## src/inc/sbl_pkg.sv

```systemverilog
// Purpose: Constants and types shared by the serial boot loader
// Assumes: One system clock, one state is one clock cycle
// Notes: Divisor is counted in system clock cycles per bit
package sbl_pkg;
  // ==========================================================
  // Timing
  localparam int CLK_HZ = 10_000_000;
  localparam int STARTUP_STATES = 100;
  localparam int STARTUP_CYCLES = STARTUP_STATES;
  localparam int MODE_LATCH_CYCLE = 4;
  localparam int MEAS_COUNT = 4;
  localparam int BITS_PER_LOW = 9;
  localparam int RATE_HI_BPS = 9600;
  localparam int RATE_LO_BPS = 4800;
  localparam int HI_MIN_HZ = 8_000_000;
  localparam int LO_MIN_HZ = 4_000_000;
  localparam int MAX_HZ = 18_000_000;
  localparam logic [11:0] RATE_SPLIT = 12'(CLK_HZ / 7200);
  localparam logic OK_HI = (CLK_HZ >= HI_MIN_HZ) && (CLK_HZ <= MAX_HZ);
  localparam logic OK_LO = (CLK_HZ >= LO_MIN_HZ) && (CLK_HZ <= MAX_HZ);
  // ==========================================================
  // Bytes and memory map
  localparam logic [7:0] BYTE_ADJ_DONE = 8'h00;
  localparam logic [7:0] BYTE_SYNC = 8'h55;
  localparam logic [7:0] BYTE_ACK = 8'hAA;
  localparam logic [7:0] BYTE_ERASE_ERR = 8'hFF;
  localparam logic [19:0] RAM_BASE = 20'hFF300;
  localparam logic [15:0] RAM_AREA_BYTES = 16'hC00;
  // ==========================================================
  // Reset values
  localparam logic [11:0] DIV_RST = 12'h000;
  localparam logic [2:0] MODE_RST = 3'h0;
  // ==========================================================
  // Loader states
  typedef enum logic [3:0] {
    ST_IDLE = 4'h0, ST_WAIT = 4'h1, ST_MEAS = 4'h3, ST_CALC = 4'h2,
    ST_SEND_ADJ = 4'h6, ST_GET_SYNC = 4'h7, ST_SEND_ACK = 4'h5,
    ST_LEN_HI = 4'h4, ST_LEN_LO = 4'hC, ST_DATA = 4'hD, ST_CHECK = 4'hF,
    ST_ERASE = 4'hE, ST_SEND_OK = 4'hA, ST_RUN = 4'hB, ST_HALT = 4'h9
  } sbl_state_t;
endpackage

```

## src/verilog/sbl_loader.sv

```systemverilog
// Purpose: Boot mode selection, bit rate detection and program load
// Assumes: Host keeps its side of the boot handshake
// Notes: Flash erase itself is done by an external engine
//
// Contract
// - Mode 6 pins never enter boot or user program mode.
// - Boot when write enable and low mode pin high and high mode pin low; user when high.
// - Mode control register reports mode 5 or 7 while in boot mode.
// - Boot erase covers whole flash at once, leaving all ones.
// - User program mode allows block erase only, no byte erase.
// - Only the one asynchronous serial channel talks to the host.
// - Time low intervals repeatedly and load derived bit rate divisor.
// - Send one zero byte when bit rate adjustment ends.
// - Answer 0x55 with 0xAA; host sends length high first, then program.
// - Echo every length and program byte back to the host.
// - Store program bytes in sequence into the RAM transfer window.
// - If flash is not blank before running, erase all blocks.
// - On erase failure send one 0xFF byte and halt.
// - After final 0xAA jump to first RAM transfer address.
// - Detection is guaranteed only within listed clock ranges per rate.
// - Reset released with receive line high; wait 100 states first.
// - Before jump disable serial, keep divisor, drive transmit high.
`timescale 1ns/1ps
module sbl_loader
  import sbl_pkg::*;
(
  // Clock and reset
  input wire logic I_REF_CLK,
  input wire logic I_SYS_RST,
  // Mode pins
  input wire logic I_FLASH_WRITE_ENABLE_PIN,
  input wire logic I_MODE_SELECT_PIN_HIGH,
  input wire logic I_MODE_SELECT_PIN_MID,
  input wire logic I_MODE_SELECT_PIN_LOW,
  // Serial link
  input wire logic I_BOOT_RECEIVE_PIN,
  output logic O_BOOT_TRANSMIT_PIN,
  // Mode and rate status
  output logic [2:0] O_MODE_CONTROL_REGISTER,
  output logic O_BOOT_MODE,
  output logic O_USER_PROGRAM_MODE,
  output logic [11:0] O_BIT_RATE_REGISTER,
  output logic O_RATE_GUARANTEED,
  output logic O_SERIAL_EN,
  // RAM write port
  output logic O_RAM_WE,
  output logic [19:0] O_RAM_ADDR,
  output logic [7:0] O_RAM_WDATA,
  // Flash control
  input wire logic I_FLASH_BLANK,
  input wire logic I_FLASH_ERASE_DONE,
  input wire logic I_FLASH_ERASE_FAIL,
  output logic O_FLASH_ERASE_ALL,
  output logic O_BLOCK_ERASE_EN,
  // Program start
  output logic O_JUMP,
  output logic [19:0] O_JUMP_ADDR,
  output logic O_HALTED
);
  // ==========================================================
  // Declarations
  logic [4:0] pin_s1_ff, pin_s2_ff, pin_s3_ff;
  logic rx_ff;
  logic [7:0] start_cnt_ff;
  logic boot_ff, user_ff;
  logic [2:0] mode_ff;
  sbl_state_t state_ff, nxt_state;
  logic [19:0] low_cnt_ff, sum_ff;
  logic [2:0] meas_ff;
  logic [11:0] div_ff, quot_ff;
  logic rx_busy_ff, rx_done_ff;
  logic [11:0] rx_cnt_ff;
  logic [3:0] rx_idx_ff;
  logic [7:0] rx_sh_ff, rx_data_ff;
  logic tx_busy_ff, sent_ff, tx_pin_ff;
  logic [11:0] tx_cnt_ff;
  logic [3:0] tx_idx_ff;
  logic [9:0] tx_sh_ff;
  logic tx_go, send_state, echo_state, rx_en, last_byte;
  logic [7:0] tx_byte;
  logic [15:0] len_ff, idx_ff;
  logic erase_ff, jump_ff, we_ff;
  logic [19:0] addr_ff;
  logic [7:0] wdata_ff;
  logic [19:0] div_step;

  // ==========================================================
  // Pin synchronisers, change taken once stages 2 and 3 agree
  always_ff @(posedge I_REF_CLK or posedge I_SYS_RST) begin
    if (I_SYS_RST) begin
      pin_s1_ff <= 5'h1F;
      pin_s2_ff <= 5'h1F;
      pin_s3_ff <= 5'h1F;
    end else begin
      pin_s1_ff <= {I_BOOT_RECEIVE_PIN, I_FLASH_WRITE_ENABLE_PIN,
                    I_MODE_SELECT_PIN_HIGH, I_MODE_SELECT_PIN_MID,
                    I_MODE_SELECT_PIN_LOW};
      pin_s2_ff <= pin_s1_ff;
      pin_s3_ff <= pin_s2_ff;
    end
  end

  always_ff @(posedge I_REF_CLK or posedge I_SYS_RST) begin
    if (I_SYS_RST) begin
      rx_ff <= 1'b1;
    end else if (pin_s2_ff[4] == pin_s3_ff[4]) begin
      rx_ff <= pin_s3_ff[4];
    end
  end

  // ==========================================================
  // Mode latch after reset release
  always_ff @(posedge I_REF_CLK or posedge I_SYS_RST) begin
    if (I_SYS_RST) begin
      start_cnt_ff <= 8'h00;
    end else if (start_cnt_ff != 8'(STARTUP_CYCLES)) begin
      start_cnt_ff <= start_cnt_ff + 8'h01;
    end
  end

  always_ff @(posedge I_REF_CLK or posedge I_SYS_RST) begin
    if (I_SYS_RST) begin
      boot_ff <= 1'b0;
      user_ff <= 1'b0;
      mode_ff <= MODE_RST;
    end else if (start_cnt_ff == 8'(MODE_LATCH_CYCLE) && pin_s2_ff == pin_s3_ff) begin
      boot_ff <= pin_s3_ff[3] & ~pin_s3_ff[2] & pin_s3_ff[0];
      user_ff <= pin_s3_ff[3] & pin_s3_ff[2] & pin_s3_ff[0];
      // high pin read inverted in boot
      mode_ff <= {pin_s3_ff[2] ^ (pin_s3_ff[3] & ~pin_s3_ff[2] & pin_s3_ff[0]),
                  pin_s3_ff[1], pin_s3_ff[0]};
    end
  end

  // ==========================================================
  // Loader sequence
  assign send_state = (state_ff == ST_SEND_ADJ) || (state_ff == ST_SEND_ACK) ||
                      (state_ff == ST_SEND_OK) || (state_ff == ST_HALT);
  assign echo_state = (state_ff == ST_LEN_HI) || (state_ff == ST_LEN_LO) ||
                      (state_ff == ST_DATA);
  assign rx_en = (state_ff == ST_GET_SYNC) || echo_state;
  assign last_byte = (idx_ff + 16'h0001) == len_ff;

  always_comb begin
    nxt_state = state_ff;
    unique case (state_ff)
      ST_IDLE: if (boot_ff) nxt_state = ST_WAIT;
      ST_WAIT: if (start_cnt_ff == 8'(STARTUP_CYCLES) && rx_ff) nxt_state = ST_MEAS;
      ST_MEAS: if (meas_ff == 3'(MEAS_COUNT)) nxt_state = ST_CALC;
      ST_CALC: if (sum_ff < div_step) nxt_state = ST_SEND_ADJ;
      ST_SEND_ADJ, ST_SEND_ACK: if (sent_ff && !tx_busy_ff) nxt_state = sbl_state_t'(
        (state_ff == ST_SEND_ADJ) ? ST_GET_SYNC : ST_LEN_HI);
      ST_GET_SYNC: if (rx_done_ff && rx_data_ff == BYTE_SYNC) nxt_state = ST_SEND_ACK;
      ST_LEN_HI: if (rx_done_ff) nxt_state = ST_LEN_LO;
      ST_LEN_LO: if (rx_done_ff) nxt_state = ({len_ff[15:8], rx_data_ff} == 16'h0000) ?
        ST_CHECK : ST_DATA;
      ST_DATA: if (rx_done_ff && last_byte) nxt_state = ST_CHECK;
      ST_CHECK: if (!tx_busy_ff) nxt_state = I_FLASH_BLANK ? ST_SEND_OK : ST_ERASE;
      ST_ERASE: if (I_FLASH_ERASE_DONE) nxt_state = I_FLASH_ERASE_FAIL ? ST_HALT : ST_SEND_OK;
      ST_SEND_OK: if (sent_ff && !tx_busy_ff) nxt_state = ST_RUN;
      ST_RUN: nxt_state = ST_RUN;
      ST_HALT: nxt_state = ST_HALT;
      default: nxt_state = ST_IDLE;
    endcase
  end

  always_ff @(posedge I_REF_CLK or posedge I_SYS_RST) begin
    if (I_SYS_RST) state_ff <= ST_IDLE;
    else state_ff <= nxt_state;
  end

  // ==========================================================
  // Low period timing and divisor
  // nine bit times per low
  assign div_step = 20'(MEAS_COUNT * BITS_PER_LOW);

  always_ff @(posedge I_REF_CLK or posedge I_SYS_RST) begin
    if (I_SYS_RST) begin
      low_cnt_ff <= 20'h00000;
      sum_ff <= 20'h00000;
      meas_ff <= 3'h0;
      quot_ff <= 12'h000;
    end else if (state_ff == ST_MEAS) begin
      if (!rx_ff) begin
        low_cnt_ff <= low_cnt_ff + 20'h00001;
      end else if (low_cnt_ff != 20'h00000) begin
        sum_ff <= sum_ff + low_cnt_ff;
        meas_ff <= meas_ff + 3'h1;
        low_cnt_ff <= 20'h00000;
      end
    end else if (state_ff == ST_CALC && sum_ff >= div_step) begin
      sum_ff <= sum_ff - div_step;
      quot_ff <= quot_ff + 12'h001;
    end
  end

  always_ff @(posedge I_REF_CLK or posedge I_SYS_RST) begin
    if (I_SYS_RST) begin
      div_ff <= DIV_RST;
    end else if (state_ff == ST_CALC && sum_ff < div_step) begin
      div_ff <= quot_ff;
    end
  end

  // ==========================================================
  // Receiver, 8N1
  always_ff @(posedge I_REF_CLK or posedge I_SYS_RST) begin
    if (I_SYS_RST) begin
      rx_busy_ff <= 1'b0;
      rx_done_ff <= 1'b0;
      rx_cnt_ff <= 12'h000;
      rx_idx_ff <= 4'h0;
      rx_sh_ff <= 8'h00;
      rx_data_ff <= 8'h00;
    end else begin
      rx_done_ff <= 1'b0;
      if (!rx_en) begin
        rx_busy_ff <= 1'b0;
      end else if (!rx_busy_ff) begin
        if (!rx_ff) begin
          rx_busy_ff <= 1'b1;
          rx_cnt_ff <= {1'b0, div_ff[11:1]};
          rx_idx_ff <= 4'h0;
        end
      end else if (rx_cnt_ff != 12'h000) begin
        rx_cnt_ff <= rx_cnt_ff - 12'h001;
      end else begin
        rx_cnt_ff <= div_ff - 12'h001;
        rx_idx_ff <= rx_idx_ff + 4'h1;
        if (rx_idx_ff == 4'h0 && rx_ff) rx_busy_ff <= 1'b0;
        if (rx_idx_ff != 4'h0 && rx_idx_ff != 4'h9) rx_sh_ff <= {rx_ff, rx_sh_ff[7:1]};
        if (rx_idx_ff == 4'h9) begin
          rx_busy_ff <= 1'b0;
          rx_done_ff <= rx_ff;
          rx_data_ff <= rx_sh_ff;
        end
      end
    end
  end

  // ==========================================================
  // Transmitter, 8N1
  always_comb begin
    unique case (state_ff)
      ST_SEND_ACK, ST_SEND_OK: tx_byte = BYTE_ACK;
      ST_HALT: tx_byte = BYTE_ERASE_ERR;
      ST_SEND_ADJ: tx_byte = BYTE_ADJ_DONE;
      default: tx_byte = rx_data_ff;
    endcase
  end

  assign tx_go = !tx_busy_ff && ((send_state && !sent_ff) || (echo_state && rx_done_ff));

  always_ff @(posedge I_REF_CLK or posedge I_SYS_RST) begin
    if (I_SYS_RST) sent_ff <= 1'b0;
    else if (nxt_state != state_ff) sent_ff <= 1'b0;
    else if (tx_go) sent_ff <= 1'b1;
  end

  always_ff @(posedge I_REF_CLK or posedge I_SYS_RST) begin
    if (I_SYS_RST) begin
      tx_busy_ff <= 1'b0;
      tx_cnt_ff <= 12'h000;
      tx_idx_ff <= 4'h0;
      tx_sh_ff <= 10'h3FF;
      tx_pin_ff <= 1'b1;
    end else if (tx_go) begin
      tx_busy_ff <= 1'b1;
      tx_sh_ff <= {1'b1, tx_byte, 1'b0};
      tx_cnt_ff <= div_ff - 12'h001;
      tx_idx_ff <= 4'h0;
      tx_pin_ff <= 1'b0;
    end else if (tx_busy_ff) begin
      if (tx_cnt_ff != 12'h000) begin
        tx_cnt_ff <= tx_cnt_ff - 12'h001;
      end else if (tx_idx_ff == 4'h9) begin
        tx_busy_ff <= 1'b0;
        tx_pin_ff <= 1'b1;
      end else begin
        tx_cnt_ff <= div_ff - 12'h001;
        tx_idx_ff <= tx_idx_ff + 4'h1;
        tx_sh_ff <= {1'b1, tx_sh_ff[9:1]};
        tx_pin_ff <= tx_sh_ff[1];
      end
    end else begin
      tx_pin_ff <= 1'b1;
    end
  end

  // ==========================================================
  // Length, RAM store, erase and jump
  always_ff @(posedge I_REF_CLK or posedge I_SYS_RST) begin
    if (I_SYS_RST) begin
      len_ff <= 16'h0000;
      idx_ff <= 16'h0000;
      we_ff <= 1'b0;
      addr_ff <= RAM_BASE;
      wdata_ff <= 8'h00;
    end else begin
      we_ff <= 1'b0;
      if (state_ff == ST_LEN_HI && rx_done_ff) len_ff[15:8] <= rx_data_ff;
      if (state_ff == ST_LEN_LO && rx_done_ff) len_ff[7:0] <= rx_data_ff;
      if (state_ff == ST_DATA && rx_done_ff) begin
        idx_ff <= idx_ff + 16'h0001;
        we_ff <= idx_ff < RAM_AREA_BYTES;
        addr_ff <= RAM_BASE + {4'h0, idx_ff};
        wdata_ff <= rx_data_ff;
      end
    end
  end

  always_ff @(posedge I_REF_CLK or posedge I_SYS_RST) begin
    if (I_SYS_RST) begin
      erase_ff <= 1'b0;
      jump_ff <= 1'b0;
    end else begin
      erase_ff <= (state_ff == ST_CHECK) && (nxt_state == ST_ERASE);
      jump_ff <= (state_ff == ST_SEND_OK) && (nxt_state == ST_RUN);
    end
  end

  // ==========================================================
  // Outputs
  assign O_BOOT_TRANSMIT_PIN = tx_pin_ff;
  assign O_MODE_CONTROL_REGISTER = mode_ff;
  assign O_BOOT_MODE = boot_ff;
  assign O_USER_PROGRAM_MODE = user_ff;
  assign O_BIT_RATE_REGISTER = div_ff;
  assign O_RATE_GUARANTEED = (div_ff < RATE_SPLIT) ? OK_HI : OK_LO;
  assign O_SERIAL_EN = boot_ff && (state_ff != ST_RUN) && (state_ff != ST_HALT || tx_busy_ff);
  assign O_RAM_WE = we_ff;
  assign O_RAM_ADDR = addr_ff;
  assign O_RAM_WDATA = wdata_ff;
  assign O_FLASH_ERASE_ALL = erase_ff;
  // block erase only in user mode
  assign O_BLOCK_ERASE_EN = user_ff;
  assign O_JUMP = jump_ff;
  assign O_JUMP_ADDR = RAM_BASE;
  assign O_HALTED = (state_ff == ST_HALT);
endmodule

```

## config.mk

```make
export PLATFORM = sky130hd
export DESIGN_NAME = sbl_loader
export DESIGN_NICKNAME = d
export VERILOG_FILES = /design/src/inc/sbl_pkg.sv /design/src/verilog/sbl_loader.sv
export SDC_FILE = /design/constraint.sdc
export NUM_CORES = 1
export LEC_CHECK = 0
export BUFFER_PORTS_ARGS = -buffer_cell sky130_fd_sc_hd__buf_2
export CAP_MARGIN = 5
export CORE_UTILIZATION = 40
export DETAILED_ROUTE_END_ITERATION = 16
export GPL_TIMING_DRIVEN = 0
export PLACE_DENSITY = 0.61
export SETUP_SLACK_MARGIN = 0.05
export SLEW_MARGIN = 10
export SYNTH_ARGS = -nofsm -noshare
export SYNTH_HDL_FRONTEND = slang
export SYNTH_SLANG_ARGS = --single-unit
```

## constraint.sdc

```tcl
create_clock -name I_REF_CLK -period 8.55 [get_ports I_REF_CLK]
set_input_delay 1.71 -clock I_REF_CLK [delete_from_list [all_inputs] [get_ports I_REF_CLK]]
set_output_delay 1.71 -clock I_REF_CLK [all_outputs]
set_load 0.05 [all_outputs]
```

== Word-level counts from Yosys, hierarchy flattened ==
Index checks and enable logic that the tools add are counted.
Widths: inputs -> output; s select.
Storage, ports and cells
  register bits after elaboration: 226
  input bits: 10
  output and inout port bits: 73
  logic and storage cells: 211
Operators by class
  add/sub/neg operators: 13
  order comparisons: 3
  eq/ne operators: 39
  muxes and demuxes: 63
  bitwise logic cells: 8
  reductions and logical operators: 51
Operators with widths (number)
  $mux 20: 6
  $mux 12: 7
  $mux 4: 19
  $pmux 4 s14: 1
  $eq 4x4->1 const B: 11
  $mux 10: 4
  $sub 12x1->12 const B: 3
  $pmux 8 s3: 1
  $reduce_bool 12->1: 2
  $mux 1: 21
  $add 20x1->20 const B: 1
  $add 20x20->20: 1
  $ge 20x6->1 const B: 1
  $lt 20x6->1 const B: 1
  $reduce_bool 20->1: 1
  $sub 20x6->20 const B: 1
  $logic_and 1x1->1: 19
  $add 13x17->18 const A: 1
  $add 16x1->16 const B: 1
  $eq 16x16->1: 1
  $eq 4x3->1 const B: 4
  $eq 8x7->1 const B: 2
  $logic_not 16->1: 1
  $lt 16x12->1 const B: 1
  other kinds (30): 66

== Logic depth before layout (Yosys ltp) ==
  depth in word-level cells: 9
  gate-level depth with buffers: 13
  mapped depth without buffers: 11

== Worst setup path after synthesis ==
OpenSTA, ideal clock, no wires.
  path kind: reg-to-output
  from: register state_ff[3]
  to: output port O_HALTED
  data arrival time: 2108 ps
  data required time: 6840 ps
  slack: 4732 ps
  stages on the path, launching flop included: 5
  path buffers: 2
  path through: dfrtp_1 -> clkbuf_1 -> buf_1 -> nand2_1 -> nor3_1
Between the ends
  word-level cells in the longest chain between the ends: 1
RTL lines
  start: declaration: RTL line sbl_loader.sv:67  | sbl_state_t state_ff, nxt_state;
  start signal: assignment: RTL line sbl_loader.sv:169  | else state_ff <= nxt_state;
  $eq 4x4->1: RTL line sbl_loader.sv:339  | assign O_HALTED = (state_ff == ST_HALT);
  end: declaration: RTL line sbl_loader.sv:58  | output logic O_HALTED
No other way between the ends.

== Final worst setup path ==
  from: register state_ff[2]
  to: output port O_SERIAL_EN
Between the ends
  word-level cells in the longest chain between the ends: 3
  elaborated cells between the ends (all ways): 5
  those cells by class: 2 x eq/ne; 3 x reduce/logical
RTL lines
  $ne 4x4->1: RTL line sbl_loader.sv:330  | assign O_SERIAL_EN = boot_ff && (state_ff != ST_RUN) && (state_ff != ST_HALT || tx_busy_ff);
  $logic_and 1x1->1 or $logic_or 1x1->1 (tied branches): RTL line sbl_loader.sv:330
  $logic_and 1x1->1 *: RTL line sbl_loader.sv:330
  end: declaration: RTL line sbl_loader.sv:44  | output logic O_SERIAL_EN,
Every way passes the cells marked *; elsewhere a longest branch is shown, timed or not.

==> impl_metrics.csv <==
group,metric,value,unit
place,globalplace.congestion,0.9316,
finish,fillers,2910,
worst_setup_path,worstSetupStartpoint,"state_ff[2]",
worst_setup_path,cpMaxStageDelayCell,"sky130_fd_sc_hd__buf_1",
logic_synthesis,netlist_area,0.01229,mm²
finish,layout.core_utilization,46.87,%
floorplanning,design.core.area,0.02995,mm²
finish,insertedDiodeCount,0,
worst_setup_path,register_to_register_setup_slack,5.04,ns
clock_tree,cts_resized,0,
floorplanning,design.portCount,83,
sta,worst_slew_pin_slew,0.8134,ns
global_route,grt_first_pass_wirelength,48140,µm
place,post-place-cells,1792,
sta,min_period_over_period,49.24,%
sta,timing.final.max_slew_violations,0,
worst_setup_path,reg2reg_from,"low_cnt_ff[0]",
sta,final.hold.worst_slack,0.3539,ns
job,maxCapViolCount,0,
clock_tree,postCtsSetupRepairBufs,0,
finish,num-nets-final,1482,
finish,post_layout_nonfiller_instances,1840,
place,hpwlAfterDp,20710,µm
worst_setup_path,critPathLaunchType,"flop",
worst_hold_path,hold_path.class,"flop to flop",
logic_synthesis,yosys_warnings,0,
finish,post_route_cells_drive_above_1_share,16.28,%
worst_setup_path,timing.critical_path.to,"O_SERIAL_EN",
logic_synthesis,dominantRegCellSynth,"sky130_fd_sc_hd__dfrtp_1",
logic_synthesis,yosys-top-cells-count,"sky130_fd_sc_hd__dfrtp_1, sky130_fd_sc_hd__nand2_1, sky130_fd_sc_hd__o21ai_0, sky130_fd_sc_hd__nor2_1, sky130_fd_sc_hd__a21oi_1",
logic_synthesis,synth_top_area_cell,"sky130_fd_sc_hd__dfrtp_1",
logic_synthesis,async_flop_share,100.0,%
floorplanning,effective_utilization_at_floorplan,41.02,%
worst_setup_path,arrival,2.50,ns
clock_tree,post_cts_clock_slew_at_the_launch_and_capture_registers_of_the_worst_setup_and_hold_paths,0.06,ns
clock_tree,clockBufferDepth,3,
global_route,antenna_found_initial,0,
sta,timing.fmax,0.2375,GHz
logic_synthesis,count_of_cell_types_in_the_netlist,72,
worst_setup_path,path_buf_inv,4,
finish,flow.area_growth_from_synthesis,14.26,%
worst_setup_path,worst_path_dominant_cell_family,"buffers and inverters",
worst_setup_path,ordered_cell_list_for_the_critical_path,"clkbuf_1 > buf_1 > clkbuf_1 > o31a_1 > buf_2",
route,via_density,5.346,
floorplanning,core.rowCount,63,
sta,fin_setup_tns,0,ns
logic_synthesis,synth_top_area_share,38.49,%
sta,finClkSkew,0.02116,ns
worst_setup_path,setup.worst_path.end_class,"output pin",
route,drt-total-wl,29260,µm
logic_synthesis,post_synthesis_sequential_area_ratio,45.55,%
logic_synthesis,number_of_enable_flip_flop_cells_after_synthesis,0,
power_and_ir_drop,leakagePower,6.587,nW
route,drcViolationCount,0,
place,place_area,0.01319,mm²
power_and_ir_drop,power_density,158.0,mW/mm²
route,iteration_count_of_the_initial_detailed_routing_pass,5,
global_route,grt_usage,18.83,%
logic_synthesis,synthesis.instances,1321,
sta,hold_viol_final,0,
clock_tree,cts_hold_bufs,0,
finish,sequential_cell_area,0.005597,mm²
logic_synthesis,synth.ff_latch_count,222,
sta,setup_viol,0,
clock_tree,clock_root_buffer,"sky130_fd_sc_hd__clkbuf_16",
clock_tree,number_of_h_tree_levels,1,
worst_setup_path,peak_per_stage_delay_on_the_critical_path,0.40,ns
worst_setup_path,required,6.84,ns
logic_synthesis,synthMostInstantiatedCell,"sky130_fd_sc_hd__dfrtp_1",
global_route,grt_start_max_net_pins,113,
finish,final_cell_area,0.01404,mm²
power_and_ir_drop,ir_drop,0.1162,mV
route,vias,9836,
place,placement.io_buffers,61,
run_status,result_of_the_run,"finished, final reports clean",
floorplanning,fp.dieW,177.3,µm
clock_tree,clock_sinks,222,
logic_synthesis,leading_cell_types_by_total_area_after_synthesis,"sky130_fd_sc_hd__dfrtp_1, sky130_fd_sc_hd__dfstp_2, sky130_fd_sc_hd__nand2_1",
worst_setup_path,critical_path.max_fanout,10,
clock_tree,insertion_delay,0.53,ns
clock_tree,cts_tree,"yes",
finish,area_of_the_multi_input_gates,0.006251,mm²
worst_setup_path,path_class,"flop to output pin",
floorplanning,die_height,177.3,µm
sta,rsz_0062_raised_after_global_routing,"false",
global_route,global_route.overflow_total,0,
worst_setup_path,rr_worst_depth,11,
logic_synthesis,syn_area_per_cell,9.302,µm²
worst_setup_path,timing.rr.end,"sum_ff[18]",
route,drt_first_iter_violations,572,
worst_setup_path,critical_path_cell_count,5,
sta,slew_headroom,45.36,%
route,ant_nets,0,
clock_tree,numCtsBuffers,26,
global_route,first_global_vias,9492,
route,routedWlPerCell,15.90,µm
worst_setup_path,worst_path_most_repeated_cell,"sky130_fd_sc_hd__clkbuf_1",
floorplanning,die_area,0.03142,mm²
sta,final_period_minus_worst_setup_slack,4.210,ns
how the worst min path moves through the flow:
stage	startpoint	to	slack, ns	depth (start not counted)
floorplan	pin_s1_ff[0]	pin_s2_ff[0]	0.35	0
global placement	pin_s1_ff[1]	pin_s2_ff[1]	0.35	0
detailed placement	pin_s1_ff[1]	pin_s2_ff[1]	0.35	0
CTS	pin_s1_ff[1]	pin_s2_ff[1]	0.36	0
global route	pin_s1_ff[1]	pin_s2_ff[1]	0.36	0
finish	pin_s1_ff[3]	pin_s2_ff[3]	0.35	0
registers in the layout, summed over array words and instances, names as in the netlist, 3 cells and up:
signal                   count
quot_ff                     12
idx_ff                      16
tx_idx_ff                    4
O_RAM_WDATA                  8
state_ff                     4
pin_s2_ff                    5
tx_cnt_ff                   12
low_cnt_ff                  20
sum_ff                      20
O_RAM_ADDR                  18
pin_s1_ff                    5
start_cnt_ff                 8
rx_sh_ff                     8
rx_data_ff                   8
O_MODE_CONTROL_REGISTER      3
rx_cnt_ff                   12
rx_idx_ff                    4
O_BIT_RATE_REGISTER         12
pin_s3_ff                    5
tx_sh_ff                     8
len_ff                      16
meas_ff                      3
per-layer routing:
metal	track usage [%]	share of wire, %	vias to the layer above
met2	30.45	46	233
met4	6.125	2.3	0
met1	25.89	46	4729
li1	-	-	4822
met5	0	0	-
met3	2.663	4.9	52
worst reg2reg max path, stage by stage (launching register included):
cell and delay, ns:
sky130_fd_sc_hd__dfrtp_1 0.44, sky130_fd_sc_hd__ha_1 0.28, sky130_fd_sc_hd__fa_1 0.42, sky130_fd_sc_hd__a21o_1 0.18, sky130_fd_sc_hd__a21oi_1 0.22, sky130_fd_sc_hd__o21bai_1 0.11, sky130_fd_sc_hd__or2_1 0.22, sky130_fd_sc_hd__a221oi_1 0.71
sky130_fd_sc_hd__o211ai_1 0.27, sky130_fd_sc_hd__a41oi_1 0.29, sky130_fd_sc_hd__xor2_1 0.16, sky130_fd_sc_hd__o211ai_1 0.09
final cells by class:
type / instances / share of cell area, %
repair buffers: 62 / 2.371
multi-input cells: 1008 / 44.52
clock buffers: 39 / 5.490
flip-flops and latches: 222 / 39.86
clock inverters: 9 / 0.5793
plain buffers: 75 / 2.709
well taps: 390 / 3.476
inverters: 35 / 0.9892
kinds of logic after synthesis:
group / count (synthesis) / synth area share, %
other: 2 / 0.06112
adder cells (fa/ha/maj): 43 / 4.419
XOR/XNOR: 107 / 7.627
AND/OR/NAND/NOR: 494 / 19.17
flip-flops: 222 / 45.55
AO/OA/AOI/OAI: 288 / 14.04
buffers and inverters: 110 / 4.164
multiplexers: 55 / 4.969
cells in the final DEF (no fill, tap or decap), drive strengths merged, types with 47 or more instances in the layout:
cell,n
mux2,48
nand3,47
buf,95
o21ai,111
nor2,95
nand2,190
xor2,50
dfrtp,189
a21oi,77
xnor2,57
nor3,50
clkbuf,81
power breakdown:
group / switching, mW / internal (mW)
combinational: 0.0487 / 0.0125
sequential: 0.00329 / 1.06
clock: 0.441 / 0.654
metrics by stage:
step / power, mW / setup WS, ns
4_1_cts: 2.253 / 4.340
2_1_floorplan: 1.129 / 0.8168
6_report: 2.218 / 4.340
3_3_place_gp: 1.141 / -1.917
3_5_place_dp: 1.144 / 4.938
5_1_grt: 2.300 / 4.152
Note: power is estimated with default switching activity, not from simulation.
